[src/hw/light_ctrl_pkg.sv]
// Purpose: Shared constants for the step-down and brightness-range controller.
// Assumes: 40 MHz system clock, Wishbone register access, lux as 12-bit ints.
// Notes: Percent figures are integer percent; byte outputs use 0..255 scale.
//
// Overview of operation
// With lower-limit evaluation off, hold output at the lower limit.
// Step-down start: switch off, send minimum, or send 1..100 percent.
// Minimum output is value telegram 1 or dimming step 100 percent down.
// Dimming step-down starts a wait of 10 s plus configured extra time.
// After the wait, switch off in chosen format or keep output constant.
// Ignore mode: finish step-down, then restart startup if presence stays.
// React mode: new presence aborts step-down and enters startup at once.
// Configured-output option needs new hardware, else acts as minimum.
// Maximum illuminance scales output steps and adaptive startup value.
// Below lower brightness threshold, shorten telegram interval.
// Standard mode: maximum lux is setpoint times 1.2, threshold 0 lux.
// User mode: maximum illuminance 10..2000 lux, threshold 0..2000 lux.
// Configurer keeps threshold below setpoint and setpoint below maximum; user-mode registers are clamped only to their own ranges.
// Setpoint range: standard 20..1000 in 50 lux steps, user 10..2000.
// Switch-off brightness is recomputed whenever the setpoint shifts.
// Switch-off lux is setpoint plus setpoint times both hystereses.
// All timers run from one-second tick and clear on reset.
package light_ctrl_pkg;

  // ****************************************************************
  // Register byte offsets.
  // ****************************************************************
  localparam logic [7:0] REG_CTRL = 8'h00;
  localparam logic [7:0] REG_SETPOINT = 8'h04;
  localparam logic [7:0] REG_RANGE = 8'h08;
  localparam logic [7:0] REG_STEP = 8'h0c;
  localparam logic [7:0] REG_EVENT = 8'h10;
  localparam logic [7:0] REG_STATUS = 8'h14;
  localparam logic [7:0] REG_DERIVED = 8'h18;

  // ****************************************************************
  // Control register field positions.
  // ****************************************************************
  localparam int CTL_USER_MODE = 0;
  localparam int CTL_LIMIT_EVAL = 1;
  localparam int CTL_BEGIN_LO = 2;
  localparam int CTL_MIN_REL = 4;
  localparam int CTL_AFTER_KEEP = 5;
  localparam int CTL_OFF_REL = 6;
  localparam int CTL_PRES_REACT = 7;
  localparam int CTL_NEW_HW = 8;
  localparam int CTL_HYST_LO = 16;
  localparam int CTL_ADDH_LO = 24;

  // ****************************************************************
  // Event register bits, write one to trigger.
  // ****************************************************************
  localparam int EVT_PRESENCE = 0;
  localparam int EVT_STEP_DOWN = 1;
  localparam int EVT_AT_LIMIT = 2;

  // ****************************************************************
  // Reset values and ranges.
  // ****************************************************************
  localparam logic [31:0] CTRL_RESET = 32'h0a0a_0000;
  localparam logic [11:0] SETPOINT_RESET = 12'h12c;
  localparam logic [11:0] USER_MAX_RESET = 12'h168;
  localparam logic [11:0] USER_THR_RESET = 12'h000;
  localparam logic [6:0] CFG_PCT_RESET = 7'h32;
  localparam logic [7:0] ADD_WAIT_RESET = 8'h00;
  localparam logic [7:0] PACE_NORM_RESET = 8'h05;
  localparam logic [7:0] PACE_FAST_RESET = 8'h02;
  localparam logic [11:0] LUX_MAX = 12'h7d0;
  localparam logic [11:0] USER_MAX_MIN = 12'h00a;
  localparam logic [11:0] STD_SP_MIN = 12'h014;
  localparam logic [11:0] STD_SP_MAX = 12'h3e8;
  localparam logic [11:0] STD_SP_STEP = 12'h032;
  localparam logic [11:0] USER_SP_MIN = 12'h00a;
  localparam logic [7:0] OUT_MIN_VALUE = 8'h01;
  localparam logic [7:0] OUT_OFF_VALUE = 8'h00;
  localparam logic [3:0] DIM_DOWN_100 = 4'h1;
  localparam logic [6:0] PCT_MIN = 7'h01;
  localparam logic [6:0] PCT_MAX = 7'h64;

  // ****************************************************************
  // Timing.
  // ****************************************************************
  localparam int CLK_HZ = 40_000_000;
  localparam int TICK_PERIOD_S = 1;
  localparam int TICK_CYCLES = CLK_HZ * TICK_PERIOD_S;
  localparam logic [7:0] WAIT_BASE_S = 8'h0a;

  // ****************************************************************
  // Choice at the beginning of the step-down phase.
  // ****************************************************************
  typedef enum logic [1:0] {
    BEGIN_OFF = 2'b00,
    BEGIN_MIN = 2'b01,
    BEGIN_CFG = 2'b10
  } begin_sel_t;

  // ****************************************************************
  // Controller phases.
  // ****************************************************************
  typedef enum logic [2:0] {
    ST_IDLE = 3'b000,
    ST_STARTUP = 3'b001,
    ST_MAIN = 3'b010,
    ST_HOLD = 3'b011,
    ST_SD_WAIT = 3'b100,
    ST_SD_END = 3'b101
  } phase_t;

  // ****************************************************************
  // Telegram kinds on the output port.
  // ****************************************************************
  localparam logic [1:0] TG_SWITCH = 2'b00;
  localparam logic [1:0] TG_VALUE = 2'b01;
  localparam logic [1:0] TG_DIM = 2'b10;

endpackage

[src/hw/light_ctrl.sv]
// Purpose: Step-down phase, lower-limit handling and brightness-range math.
// Assumes: Wishbone classic slave, 32-bit data, single 40 MHz clock.
// Notes: Startup and main control phases live elsewhere; this block flags
//   them and supplies their range parameters and telegram pacing.
//
// Added by the designer: the Wishbone interface to the registers and the register addresses.
`timescale 1ns/1ps
module light_ctrl #(
  parameter int TICK_CYC = light_ctrl_pkg::TICK_CYCLES
) (
  // Clock and reset.
  input wire logic i_clk_sys,
  input wire logic i_rst,
  // Wishbone slave.
  input wire logic i_wb_cyc,
  input wire logic i_wb_stb,
  input wire logic i_wb_we,
  input wire logic [7:0] i_wb_adr,
  input wire logic [3:0] i_wb_sel,
  input wire logic [31:0] i_wb_dat,
  output logic [31:0] o_wb_dat,
  output logic o_wb_ack,
  // Sensing.
  input wire logic [11:0] i_lux,
  input wire logic i_presence,
  // Telegram port toward the actuators.
  output logic o_tg_valid,
  output logic [1:0] o_tg_kind,
  output logic [7:0] o_tg_data,
  // Phase hand-off to the startup controller.
  output logic o_startup_req,
  output logic o_fast_pace
);
  import light_ctrl_pkg::*;

  logic [31:0] ctrl;
  logic [11:0] setpoint_raw;
  logic [11:0] user_max;
  logic [11:0] user_thr;
  logic [6:0] cfg_pct;
  logic [7:0] add_wait;
  logic [7:0] pace_norm;
  logic [7:0] pace_fast;
  logic [11:0] setpoint;
  logic [11:0] max_lux;
  logic [11:0] thr_lux;
  logic [12:0] off_lux;
  logic [7:0] step_gain;
  logic [7:0] adapt_out;
  logic [25:0] tick_cnt;
  logic tick;
  logic [8:0] wait_cnt;
  logic [7:0] pace_cnt;
  logic [7:0] out_level;
  phase_t phase;
  logic pres_q;
  logic pres_seen;
  logic ev_pres;
  logic ev_sd;
  logic ev_limit;
  logic wr;
  begin_sel_t begin_sel;

  // ****************************************************************
  // Wishbone register access.
  // ****************************************************************

  // Single-cycle acknowledge; ack drops the cycle after it was given.
  assign wr = i_wb_cyc && i_wb_stb && i_wb_we && !o_wb_ack;
  always_ff @(posedge i_clk_sys or posedge i_rst) begin
    if (i_rst) begin
      o_wb_ack <= 1'b0;
    end else begin
      o_wb_ack <= i_wb_cyc && i_wb_stb && !o_wb_ack;
    end
  end

  // Configuration writes, honouring byte lanes per register word.
  always_ff @(posedge i_clk_sys or posedge i_rst) begin
    if (i_rst) begin
      ctrl <= CTRL_RESET;
      setpoint_raw <= SETPOINT_RESET;
      user_max <= USER_MAX_RESET;
      user_thr <= USER_THR_RESET;
      cfg_pct <= CFG_PCT_RESET;
      add_wait <= ADD_WAIT_RESET;
      pace_norm <= PACE_NORM_RESET;
      pace_fast <= PACE_FAST_RESET;
    end else if (wr) begin
      case (i_wb_adr)
        REG_CTRL: begin
          for (int b = 0; b < 4; b++) begin
            if (i_wb_sel[b]) begin
              ctrl[b*8 +: 8] <= i_wb_dat[b*8 +: 8];
            end
          end
        end
        REG_SETPOINT: begin
          if (i_wb_sel[1:0] == 2'b11) begin
            setpoint_raw <= i_wb_dat[11:0];
          end
          if (i_wb_sel[3:2] == 2'b11) begin
            cfg_pct <= i_wb_dat[22:16];
          end
        end
        REG_RANGE: begin
          if (i_wb_sel[1:0] == 2'b11) begin
            user_max <= i_wb_dat[11:0];
          end
          if (i_wb_sel[3:2] == 2'b11) begin
            user_thr <= i_wb_dat[27:16];
          end
        end
        REG_STEP: begin
          if (i_wb_sel[0]) begin
            add_wait <= i_wb_dat[7:0];
          end
          if (i_wb_sel[1]) begin
            pace_norm <= i_wb_dat[15:8];
          end
          if (i_wb_sel[2]) begin
            pace_fast <= i_wb_dat[23:16];
          end
        end
        default: begin
        end
      endcase
    end
  end

  // Event strobes, one cycle each, from writes to the event register.
  assign ev_pres = wr && i_wb_adr == REG_EVENT && i_wb_sel[0] &&
                   i_wb_dat[EVT_PRESENCE];
  assign ev_sd = wr && i_wb_adr == REG_EVENT && i_wb_sel[0] &&
                 i_wb_dat[EVT_STEP_DOWN];
  assign ev_limit = wr && i_wb_adr == REG_EVENT && i_wb_sel[0] &&
                    i_wb_dat[EVT_AT_LIMIT];

  // Read mux; unmapped addresses read as zero and still acknowledge.
  always_ff @(posedge i_clk_sys or posedge i_rst) begin
    if (i_rst) begin
      o_wb_dat <= 32'h0000_0000;
    end else begin
      case (i_wb_adr)
        REG_CTRL: o_wb_dat <= ctrl;
        REG_SETPOINT: o_wb_dat <= {9'h000, cfg_pct, 4'h0, setpoint};
        REG_RANGE: o_wb_dat <= {4'h0, thr_lux, 4'h0, max_lux};
        REG_STEP: o_wb_dat <= {8'h00, pace_fast, pace_norm, add_wait};
        REG_STATUS: o_wb_dat <= {3'h0, pace_cnt, wait_cnt, out_level,
                                 pres_seen, phase};
        REG_DERIVED: o_wb_dat <= {3'h0, off_lux, adapt_out, step_gain};
        default: o_wb_dat <= 32'h0000_0000;
      endcase
    end
  end

  // ****************************************************************
  // Brightness range and setpoint derivation.
  // ****************************************************************

  // Setpoint clamped per mode; standard mode snaps to 50 lux steps.
  always_comb begin
    logic [11:0] q;
    q = 12'(setpoint_raw / STD_SP_STEP);
    if (ctrl[CTL_USER_MODE]) begin
      if (setpoint_raw < USER_SP_MIN) begin
        setpoint = USER_SP_MIN;
      end else if (setpoint_raw > LUX_MAX) begin
        setpoint = LUX_MAX;
      end else begin
        setpoint = setpoint_raw;
      end
    end else if (setpoint_raw < STD_SP_STEP) begin
      setpoint = STD_SP_MIN;
    end else if (setpoint_raw > STD_SP_MAX) begin
      setpoint = STD_SP_MAX;
    end else begin
      setpoint = 12'(q * STD_SP_STEP);
    end
  end

  // Maximum illuminance and lower threshold per dynamic mode.
  always_comb begin
    if (ctrl[CTL_USER_MODE]) begin
      max_lux = (user_max < USER_MAX_MIN) ? USER_MAX_MIN :
                (user_max > LUX_MAX) ? LUX_MAX : user_max;
      thr_lux = (user_thr > LUX_MAX) ? LUX_MAX : user_thr;
    end else begin
      max_lux = 12'((13'(setpoint) * 13'd6) / 13'd5);
      thr_lux = 12'h000;
    end
  end

  // Switch-off brightness follows the live setpoint, so shifts rescale it.
  assign off_lux = 13'(setpoint) + 13'((22'(setpoint) *
    (22'(ctrl[CTL_HYST_LO +: 8]) + 22'(ctrl[CTL_ADDH_LO +: 8]))) /
    22'd100);

  // Step gain grows with error relative to the maximum illuminance.
  always_comb begin
    logic [11:0] err;
    logic [19:0] gain;
    logic [19:0] adapt;
    err = (i_lux > setpoint) ? i_lux - setpoint : setpoint - i_lux;
    gain = (20'(err) * 20'd255) / 20'(max_lux);
    adapt = (i_lux >= setpoint) ? 20'h0_0000 :
      (20'(setpoint - i_lux) * 20'd255) / 20'(max_lux);
    // Saturate, since a wrapped byte would shrink the step far from target.
    step_gain = (gain > 20'h0_00ff) ? 8'hff : gain[7:0];
    adapt_out = (adapt > 20'h0_00ff) ? 8'hff : adapt[7:0];
  end

  // ****************************************************************
  // One-second tick and telegram pacing.
  // ****************************************************************
  always_ff @(posedge i_clk_sys or posedge i_rst) begin
    if (i_rst) begin
      tick_cnt <= 26'h000_0000;
      tick <= 1'b0;
    end else if (tick_cnt == 26'(TICK_CYC - 1)) begin
      tick_cnt <= 26'h000_0000;
      tick <= 1'b1;
    end else begin
      tick_cnt <= tick_cnt + 26'h000_0001;
      tick <= 1'b0;
    end
  end

  // Pace strobe: short interval while the room is darker than threshold.
  always_ff @(posedge i_clk_sys or posedge i_rst) begin
    if (i_rst) begin
      pace_cnt <= 8'h00;
      o_fast_pace <= 1'b0;
    end else begin
      o_fast_pace <= i_lux < thr_lux;
      if (tick) begin
        if (pace_cnt >= (o_fast_pace ? pace_fast : pace_norm)) begin
          pace_cnt <= 8'h00;
        end else begin
          pace_cnt <= pace_cnt + 8'h01;
        end
      end
    end
  end

  // ****************************************************************
  // Step-down sequencing.
  // ****************************************************************

  // Configured-output choice falls back to minimum on old hardware.
  always_comb begin
    case (ctrl[CTL_BEGIN_LO +: 2])
      2'b00: begin_sel = BEGIN_OFF;
      2'b10: begin_sel = ctrl[CTL_NEW_HW] ? BEGIN_CFG : BEGIN_MIN;
      default: begin_sel = BEGIN_MIN;
    endcase
  end

  // Presence edge detect.
  always_ff @(posedge i_clk_sys or posedge i_rst) begin
    if (i_rst) begin
      pres_q <= 1'b0;
    end else begin
      pres_q <= i_presence;
    end
  end

  // Phase machine with the wait timer and telegram emission.
  always_ff @(posedge i_clk_sys or posedge i_rst) begin
    if (i_rst) begin
      phase <= ST_IDLE;
      wait_cnt <= 9'h000;
      out_level <= OUT_OFF_VALUE;
      o_tg_valid <= 1'b0;
      o_tg_kind <= TG_SWITCH;
      o_tg_data <= 8'h00;
      o_startup_req <= 1'b0;
      pres_seen <= 1'b0;
    end else begin
      o_tg_valid <= 1'b0;
      o_startup_req <= 1'b0;
      case (phase)
        ST_IDLE, ST_MAIN, ST_STARTUP, ST_HOLD: begin
          if (ev_sd) begin
            pres_seen <= 1'b0;
            case (begin_sel)
              BEGIN_OFF: begin
                phase <= ST_SD_END;
              end
              BEGIN_CFG: begin
                o_tg_valid <= 1'b1;
                o_tg_kind <= TG_VALUE;
                o_tg_data <= 8'((16'(cfg_pct < PCT_MIN ? PCT_MIN :
                  cfg_pct > PCT_MAX ? PCT_MAX : cfg_pct) * 16'd255) /
                  16'd100);
                wait_cnt <= 9'(WAIT_BASE_S) + 9'(add_wait);
                phase <= ST_SD_WAIT;
              end
              default: begin
                o_tg_valid <= 1'b1;
                o_tg_kind <= ctrl[CTL_MIN_REL] ? TG_DIM : TG_VALUE;
                o_tg_data <= ctrl[CTL_MIN_REL] ? 8'(DIM_DOWN_100) :
                             OUT_MIN_VALUE;
                wait_cnt <= 9'(WAIT_BASE_S) + 9'(add_wait);
                phase <= ST_SD_WAIT;
              end
            endcase
          end else if (phase == ST_HOLD) begin
            // A step-down is taken above; otherwise stay until lux drops below setpoint or a presence event.
            if (i_lux < setpoint || ev_pres) begin
              phase <= ST_MAIN;
            end
          end else if (ev_limit && !ctrl[CTL_LIMIT_EVAL]) begin
            phase <= ST_HOLD;
          end else if (ev_pres || (i_presence && !pres_q &&
                       phase == ST_IDLE)) begin
            o_startup_req <= 1'b1;
            phase <= ST_STARTUP;
          end
        end
        ST_SD_WAIT: begin
          // Ignored presence is only noted, so the timer never stalls.
          if ((ev_pres || (i_presence && !pres_q)) &&
              !ctrl[CTL_PRES_REACT]) begin
            pres_seen <= 1'b1;
          end
          if ((ev_pres || (i_presence && !pres_q)) &&
              ctrl[CTL_PRES_REACT]) begin
            o_startup_req <= 1'b1;
            phase <= ST_STARTUP;
          end else if (wait_cnt == 9'h000) begin
            if (ctrl[CTL_AFTER_KEEP]) begin
              phase <= ST_IDLE;
              if (pres_seen || i_presence) begin
                o_startup_req <= 1'b1;
                phase <= ST_STARTUP;
              end
            end else begin
              phase <= ST_SD_END;
            end
          end else if (tick) begin
            wait_cnt <= wait_cnt - 9'h001;
          end
        end
        ST_SD_END: begin
          o_tg_valid <= 1'b1;
          o_tg_kind <= ctrl[CTL_OFF_REL] ? TG_VALUE : TG_SWITCH;
          o_tg_data <= OUT_OFF_VALUE;
          phase <= ST_IDLE;
          if (pres_seen || i_presence) begin
            o_startup_req <= 1'b1;
            phase <= ST_STARTUP;
          end
        end
        default: phase <= ST_IDLE;
      endcase
      if (o_tg_valid) begin
        out_level <= o_tg_data;
      end
    end
  end

endmodule

[config.mk]
export PLATFORM = sky130hd
export DESIGN_NAME = light_ctrl
export DESIGN_NICKNAME = d
export VERILOG_FILES = /design/src/hw/light_ctrl_pkg.sv /design/src/hw/light_ctrl.sv
export SDC_FILE = /design/constraint.sdc
export NUM_CORES = 2
export LEC_CHECK = 0
export BUFFER_PORTS_ARGS = -buffer_cell sky130_fd_sc_hd__buf_2
export CORE_MARGIN = 5
export CORE_UTILIZATION = 45
export DETAILED_ROUTE_END_ITERATION = 7
export MAX_ROUTING_LAYER = met4
export PLACE_DENSITY = 0.65
export SKIP_CTS_REPAIR_TIMING = 1
export SYNTH_ARGS = -nofsm -noshare
export SYNTH_HDL_FRONTEND = slang
export SYNTH_SLANG_ARGS = --single-unit
[constraint.sdc]
create_clock -name i_clk_sys -period 86.3 [get_ports i_clk_sys]
set_input_delay 8.63 -clock i_clk_sys [delete_from_list [all_inputs] [get_ports i_clk_sys]]
set_output_delay 8.63 -clock i_clk_sys [all_outputs]
set_load 0.02 [all_outputs]
# Yosys cells after proc, flatten, opt, wreduce, memory -nomap -nowiden

Index checks and enable logic that the tools add are counted.
Widths: inputs -> output; s select.

Multipliers: 6
Reduce and logical (&&, ||, !) cells: 45
Equal/unequal tests: 25
$lt $le $gt $ge: 16
Div/mod/pow operators: 6
$add $sub $neg: 9
Mux-type cells: 63

Operator list:

| kind                  | count |
|---|---|
| $pmux 32 s6           | 1 |
| $mux 12               | 11 |
| $mux 9                | 5 |
| $reduce_and 3->1      | 14 |
| $div 20x12->20        | 2 |
| $gt 20x8->1 const B   | 2 |
| $mux 8                | 5 |
| $gt 12x11->1 const B  | 3 |
| $pmux 8 s2            | 2 |
| $add 26x1->26 const B | 1 |
| $eq 26x26->1 const B  | 1 |
| $mux 26               | 1 |
| $eq 8x5->1 const B    | 3 |
| $lt 12x12->1          | 2 |
| $lt 12x4->1 const B   | 2 |
| $mux 3                | 8 |
| $sub 12x12->12        | 2 |
| $div 22x7->22 const B | 1 |
| $mul 12x9->21         | 1 |
| $mul 12x8->20 const B | 1 |
| $mul 13x9->20 const B | 1 |
| $mux 20               | 1 |
| $pmux 9 s2            | 1 |
| $div 16x7->16 const B | 1 |
| 45 further kinds      | 98 |

Flip-flop bits (word level): 202
Word-level logic and storage cells: 196
Input bits: 62

# Depth between registers and ports, before layout

Word-level depth: 13
Depth in mapped cells: 373
Gate-level depth less buffers: 353

# Least setup slack after synthesis

Ideal clock, no wire load.

Path kind: register to register
Start: register setpoint_raw[6]
End: register o_wb_dat[8]
Period minus slack after synthesis: 66.951 ns
Path buffers: 20
Library setup time: 0.143 ns
Stages on the path, launching flop included: 349
Arrival: 66.807 ns
Required time: 86.157 ns
Setup slack: 19.349 ns
Cells stage by stage: dfrtp_1 -> clkbuf_1 -> or3_1 -> clkbuf_1 -> and3_1 -> o21ai_1 -> xnor2_1 -> or3b_2 -> a31oi_1 -> nor2_1 -> nand2_1 -> o21ai_0 -> mux2_2 -> or2_2 -> nand3_1 -> and3_1 -> inv_1 -> a21oi_1 -> [... 313 more ...] -> and4bb_1 -> buf_4 -> mux2_1 -> ha_1 -> a21oi_1 -> nor2b_1 -> o21ai_0 -> nand2b_1 -> a21oi_1 -> nor2b_1 -> o21ai_0 -> nand2b_1 -> a21oi_1 -> nor2b_1 -> o21ai_0 -> nand2b_1 -> a2111oi_0 -> a32oi_1

Cells in the longest elaborated chain, start to end: 13
Elaborated cells between the ends (all ways): 22
Classes of those cells: add/sub (1); mul (3); div (3); order compare (6); mux (9)

RTL lines:

| element                | RTL line          | source |
|---|---|---|
| from (decl)            | light_ctrl.sv:37  | `logic [11:0] setpoint_raw;` |
| from (signal assigned) | light_ctrl.sv:100 | `setpoint_raw <= i_wb_dat[11:0];` |
| $div 12x6->12          | light_ctrl.sv:164 | `q = 12'(setpoint_raw / STD_SP_STEP);` |
| $mul 12x5->11          | light_ctrl.sv:178 | `setpoint = 12'(q * STD_SP_STEP);` |
| $mux 12                | light_ctrl.sv:175 | `end else if (setpoint_raw > STD_SP_MAX) begin` |
| $mux 12                | light_ctrl.sv:173 | `end else if (setpoint_raw < STD_SP_STEP) begin` |
| $mux 12 (*)            | light_ctrl.sv:165 | `if (ctrl[CTL_USER_MODE]) begin` |
| $mul 12x2->12          | light_ctrl.sv:189 | `max_lux = 12'((13'(setpoint) * 13'd6) / 13'd5);` |
| $div 13x3->13          | light_ctrl.sv:189 |  |
| $mux 12                | light_ctrl.sv:184 | `if (ctrl[CTL_USER_MODE]) begin` |
| $div 20x12->20         | light_ctrl.sv:207 | `(20'(setpoint - i_lux) * 20'd255) / 20'(max_lux);` |
| $mux 20                | light_ctrl.sv:206 | `adapt = (i_lux >= setpoint) ? 20'h0_0000 :` |
| $gt 20x8->1            | light_ctrl.sv:210 | `adapt_out = (adapt > 20'h0_00ff) ? 8'hff : adapt[7:0];` |
| $mux 8                 | light_ctrl.sv:210 |  |
| $pmux 32 s6 (*)        | light_ctrl.sv:144 | `case (i_wb_adr)` |
| to (signal assigned)   | light_ctrl.sv:145 | `REG_CTRL: o_wb_dat <= ctrl;` |
| to (signal assigned)   | light_ctrl.sv:146 | `REG_SETPOINT: o_wb_dat <= {9'h000, cfg_pct, 4'h0, setpoint};` |
| to (signal assigned)   | light_ctrl.sv:147 | `REG_RANGE: o_wb_dat <= {4'h0, thr_lux, 4'h0, max_lux};` |
| to (decl)              | light_ctrl.sv:21  | `output logic [31:0] o_wb_dat,` |

Every way passes the cells marked *; elsewhere a longest branch is shown, timed or not.
A chain may end at the register's enable or synchronous reset.

# Final worst setup path

Same ends and word-level chain as after synthesis.

==> results by group <==
Status
  – Status: finished clean

Logic synthesis
  – Synthesized flop and latch total: around 200
  – Post-Synthesis Cell Area: 0.04507 sq mm
  – Syn Inst Count: around 5,700
  – Number of synthesized flops with an enable pin: 0
  – Asr flop ratio synth: 100.0%
  – Synth unique cells: between 100 and 150
  – Yosys warns: 0
  – Mean Syn Cell Area: between 7 and 8 sq um
  – Main flop type after synthesis: dfrtp_1
  – Sequential share of the synthesized area: 11.26%

Placement
  – Place WS: ~12 ns
  – Placer Congestion: approximately 0.96
  – HPWL Detailed: roughly 110,000 um
  – Port bufs: 107

Die
  – CORE AREA: 0.09971 sq mm
  – Die Wd: 326.5 um
  – Die Ht: 326.5 um
  – Initial Utilization: a little under half
  – Row cnt: about 120
  – Top Ports: 108
  – Die area: 0.1066 sq mm

Clock tree
  – Clock sink count: between 200 and 250
  – CTS max path bufs: 3
  – CTS tree: done
  – Worst-path clk slew: approximately 0.09 ns
  – Inserted Clock Buffers: 24
  – Clock Tree Root: clkbuf_16
  – Clock Latency Late Sink: ~0.56 ns
  – CTS H-Tree Depth: 1

Finish
  – Area delta synth->final: 6.623%
  – Share of cells above drive strength 1: about 10%
  – Fin nets: around 6,600

STA
  – Setup_tns: 0 ns
  – Setup Viol. Count Final: 0
  – RSZ-0062 raised after global routing: no
  – Slew @ Worst Pin: ~1.2 ns
  – Rel. slew slack: between 20 and 25%
  – Fmax: 13.38 MHz
  – Skew final: around 0.023 ns
  – Tmin final: about 75 ns
  – Final WS setup: about 12 ns
  – Slew Viols, Final: 0
  – Final hold violations: 0
  – Tcrit/Tclk final: 86.58%

Global routing
  – Total congestion overflow: 0
  – Largest net degree at the start of global routing: just over 80
  – Initial antenna violation count: 13
  – Vias in the first global route: slightly above 40,000
  – GRT Total Usage: ~26%
  – First-pass GRT wire length: approximately 220,000 um

Detailed routing
  – Detailed-route wire length: around 140,000 um
  – DRT iter0 DRCs: 3,371
  – Routed vias/inst: between 6 and 7
  – Detailed-route via count: 42,857
  – Routed Antenna Nets: 0
  – WL/cell: approximately 20 um
  – Number of remaining DRC errors: 0
  – Drt pass-1 iters: 7

Critical path
  – CP Launch Type: flip-flop
  – Cells on worst reg2reg path: between 300 and 400
  – Crit. End Element: flip-flop
  – Arr. time, crit path: between 70 and 80 ns
  – Crit path kind: flip-flop to flip-flop
  – WP data required: 86.71 ns
  – Worst Path Max Fanout: 38
  – Crit path largest cell delay: 0.91 ns
  – Worst-path cell with the longest stage delay: o32ai_2
  – Cell mode on critical path: o21a_1

Worst hold path
  – Worst hold path cell count: 1
  – Min-delay worst type: flip-flop to flip-flop

Job
  – Max-cap viol count: 0
[sequential cells by signal (all words and copies together), names as in the netlist, 9 cells and up]
name and flops:
user_max 12, setpoint_raw 12, wait_cnt 9, tick_cnt 26
user_thr 12, o_wb_dat 32, ctrl 32
[cell families (layout without fill, tap and decap cells)]
| logic type | Yosys count | in the layout | share of synthesized area (%) |
|---|---|---|---|
| flops | 202 | 202 | 11.26 |
| xor+xnor | 300 | 300 | 5.943 |
| simple gates | 1883 | 1883 | 20.24 |
| buf+inv | 613 | 669 | 5.235 |
| mux | 251 | 251 | 6.149 |
| other cells | 1 | 27 | 0.008320 |
| fa+ha+maj | 822 | 822 | 26.16 |
| compound gates | 1625 | 1625 | 25.00 |
[area by class of cell]
class	instances	area, sq um
repair buffers	165	970.9
inverters	461	1738
flip-flops and latches	202	5079
clock buffers	30	654.4
multi-input cells	4900	37830
diodes	8	20.02
well taps	1298	1624
clock inverters	13	145.1
fillers	9883	51650
[layer usage]
metal  vias up  wire length, um  global-route usage (%)
li1      20837                -                       -
met1     20594            63240                   34.35
met2      1221            65390                   43.20
met3       205             8155                   2.931
met4         0             3792                   5.690
met5         -                0                       -
[through the flow]
| stage | cells | util [%] | instance area (sq um) | hold slack [ns] |
|---|---|---|---|---|
| finish | 7077 | 48.20 | 48060 | 0.4601 |
| global route | 7077 | 48.20 | 48060 | 0.4995 |
| CTS | 7069 | 48.18 | 48040 | 0.4581 |
| detailed placement | 7026 | 47.38 | 47240 | 0.4388 |
| global placement | 7026 | 47.38 | 47240 | 0.4437 |
| floorplan | 5715 | - | 45140 | 0.4376 |
[cell usage in the layout, fill, tap and decap left out, drive strengths merged, types with 52 or more instances in the layout]
| master | netlist | layout |
|---|---|---|
| buf | 34 | 165 |
| mux2 | 201 | 201 |
| inv | 461 | 462 |
| fa | 204 | 204 |
| o21a | 250 | 250 |
| o21ai | 336 | 336 |
| a21oi | 321 | 321 |
| or2 | 52 | 52 |
| ha | 608 | 608 |
| nand2b | 78 | 78 |
| nor2b | 73 | 73 |
| nand3 | 128 | 128 |
| xor2 | 89 | 89 |
| o31ai | 113 | 113 |
| nand2 | 491 | 491 |
| a21o | 116 | 116 |
| dfrtp | 184 | 184 |
| nor2 | 484 | 484 |
| xnor2 | 210 | 210 |
| nor3 | 299 | 299 |
[critical path, delay by kind of cell (launching register included)]
family / cells / cell delay [ns]
xor gates and xnor gates: 5 / 1.36
buffers and inverters: 26 / 2.81
DFF: 1 / 0.50
adders and majority gates: 26 / 7.84
muxes: 5 / 1.90
AOI/OAI and AO/OA: 191 / 41.75
and+or+nand+nor: 88 / 18.21
[path summary, 6_finish.rpt]
| path | endpoint | slack (ns) | startpoint |
|---|---|---|---|
| max | o_wb_dat[8] | 11.58 | setpoint_raw[6] |
| min | o_wb_ack | 0.46 | o_wb_ack |
| max reg2reg | o_wb_dat[8] | 11.58 | setpoint_raw[6] |
| min reg2reg | o_wb_ack | 0.46 | o_wb_ack |
| max in group asynchronous | tick_cnt[12] | 76.80 | i_rst |
| min in group asynchronous | o_wb_dat[29] | 8.18 | i_rst |
[cell usage after synthesis (all sizes together), types with 31 or more instances]
library cell  number  area, sq um
nand4             49        312.8
o21a             250         1877
a31oi             46        315.3
dfrtp            184         4604
nor3             299         1511
nor2             484         1832
o21ai            336         1704
mux2             201         2271
inv              461         1730
or3               44        275.3
buf               34        185.2
o21bai            45        349.1
fa               204         4084
xnor2            210         1877
o31ai            113        877.1
nand3            128        665.6
or2               52        330.3
o211ai            45        347.8
and2              49        311.5
clkbuf           118        444.2
nand2b            78        488.0
nand2            491         1848
a21oi            321         1640
a21o             116        870.8
a211oi            39        337.8
nor4              31        257.8
ha               608         7607
xor2              89        779.5
nor2b             73        464.2
and3              33        206.5
mux2i             50        500.5
Power is not shown: default switching activity piles up to over one toggle a cycle in this logic, so the estimate is an artifact.
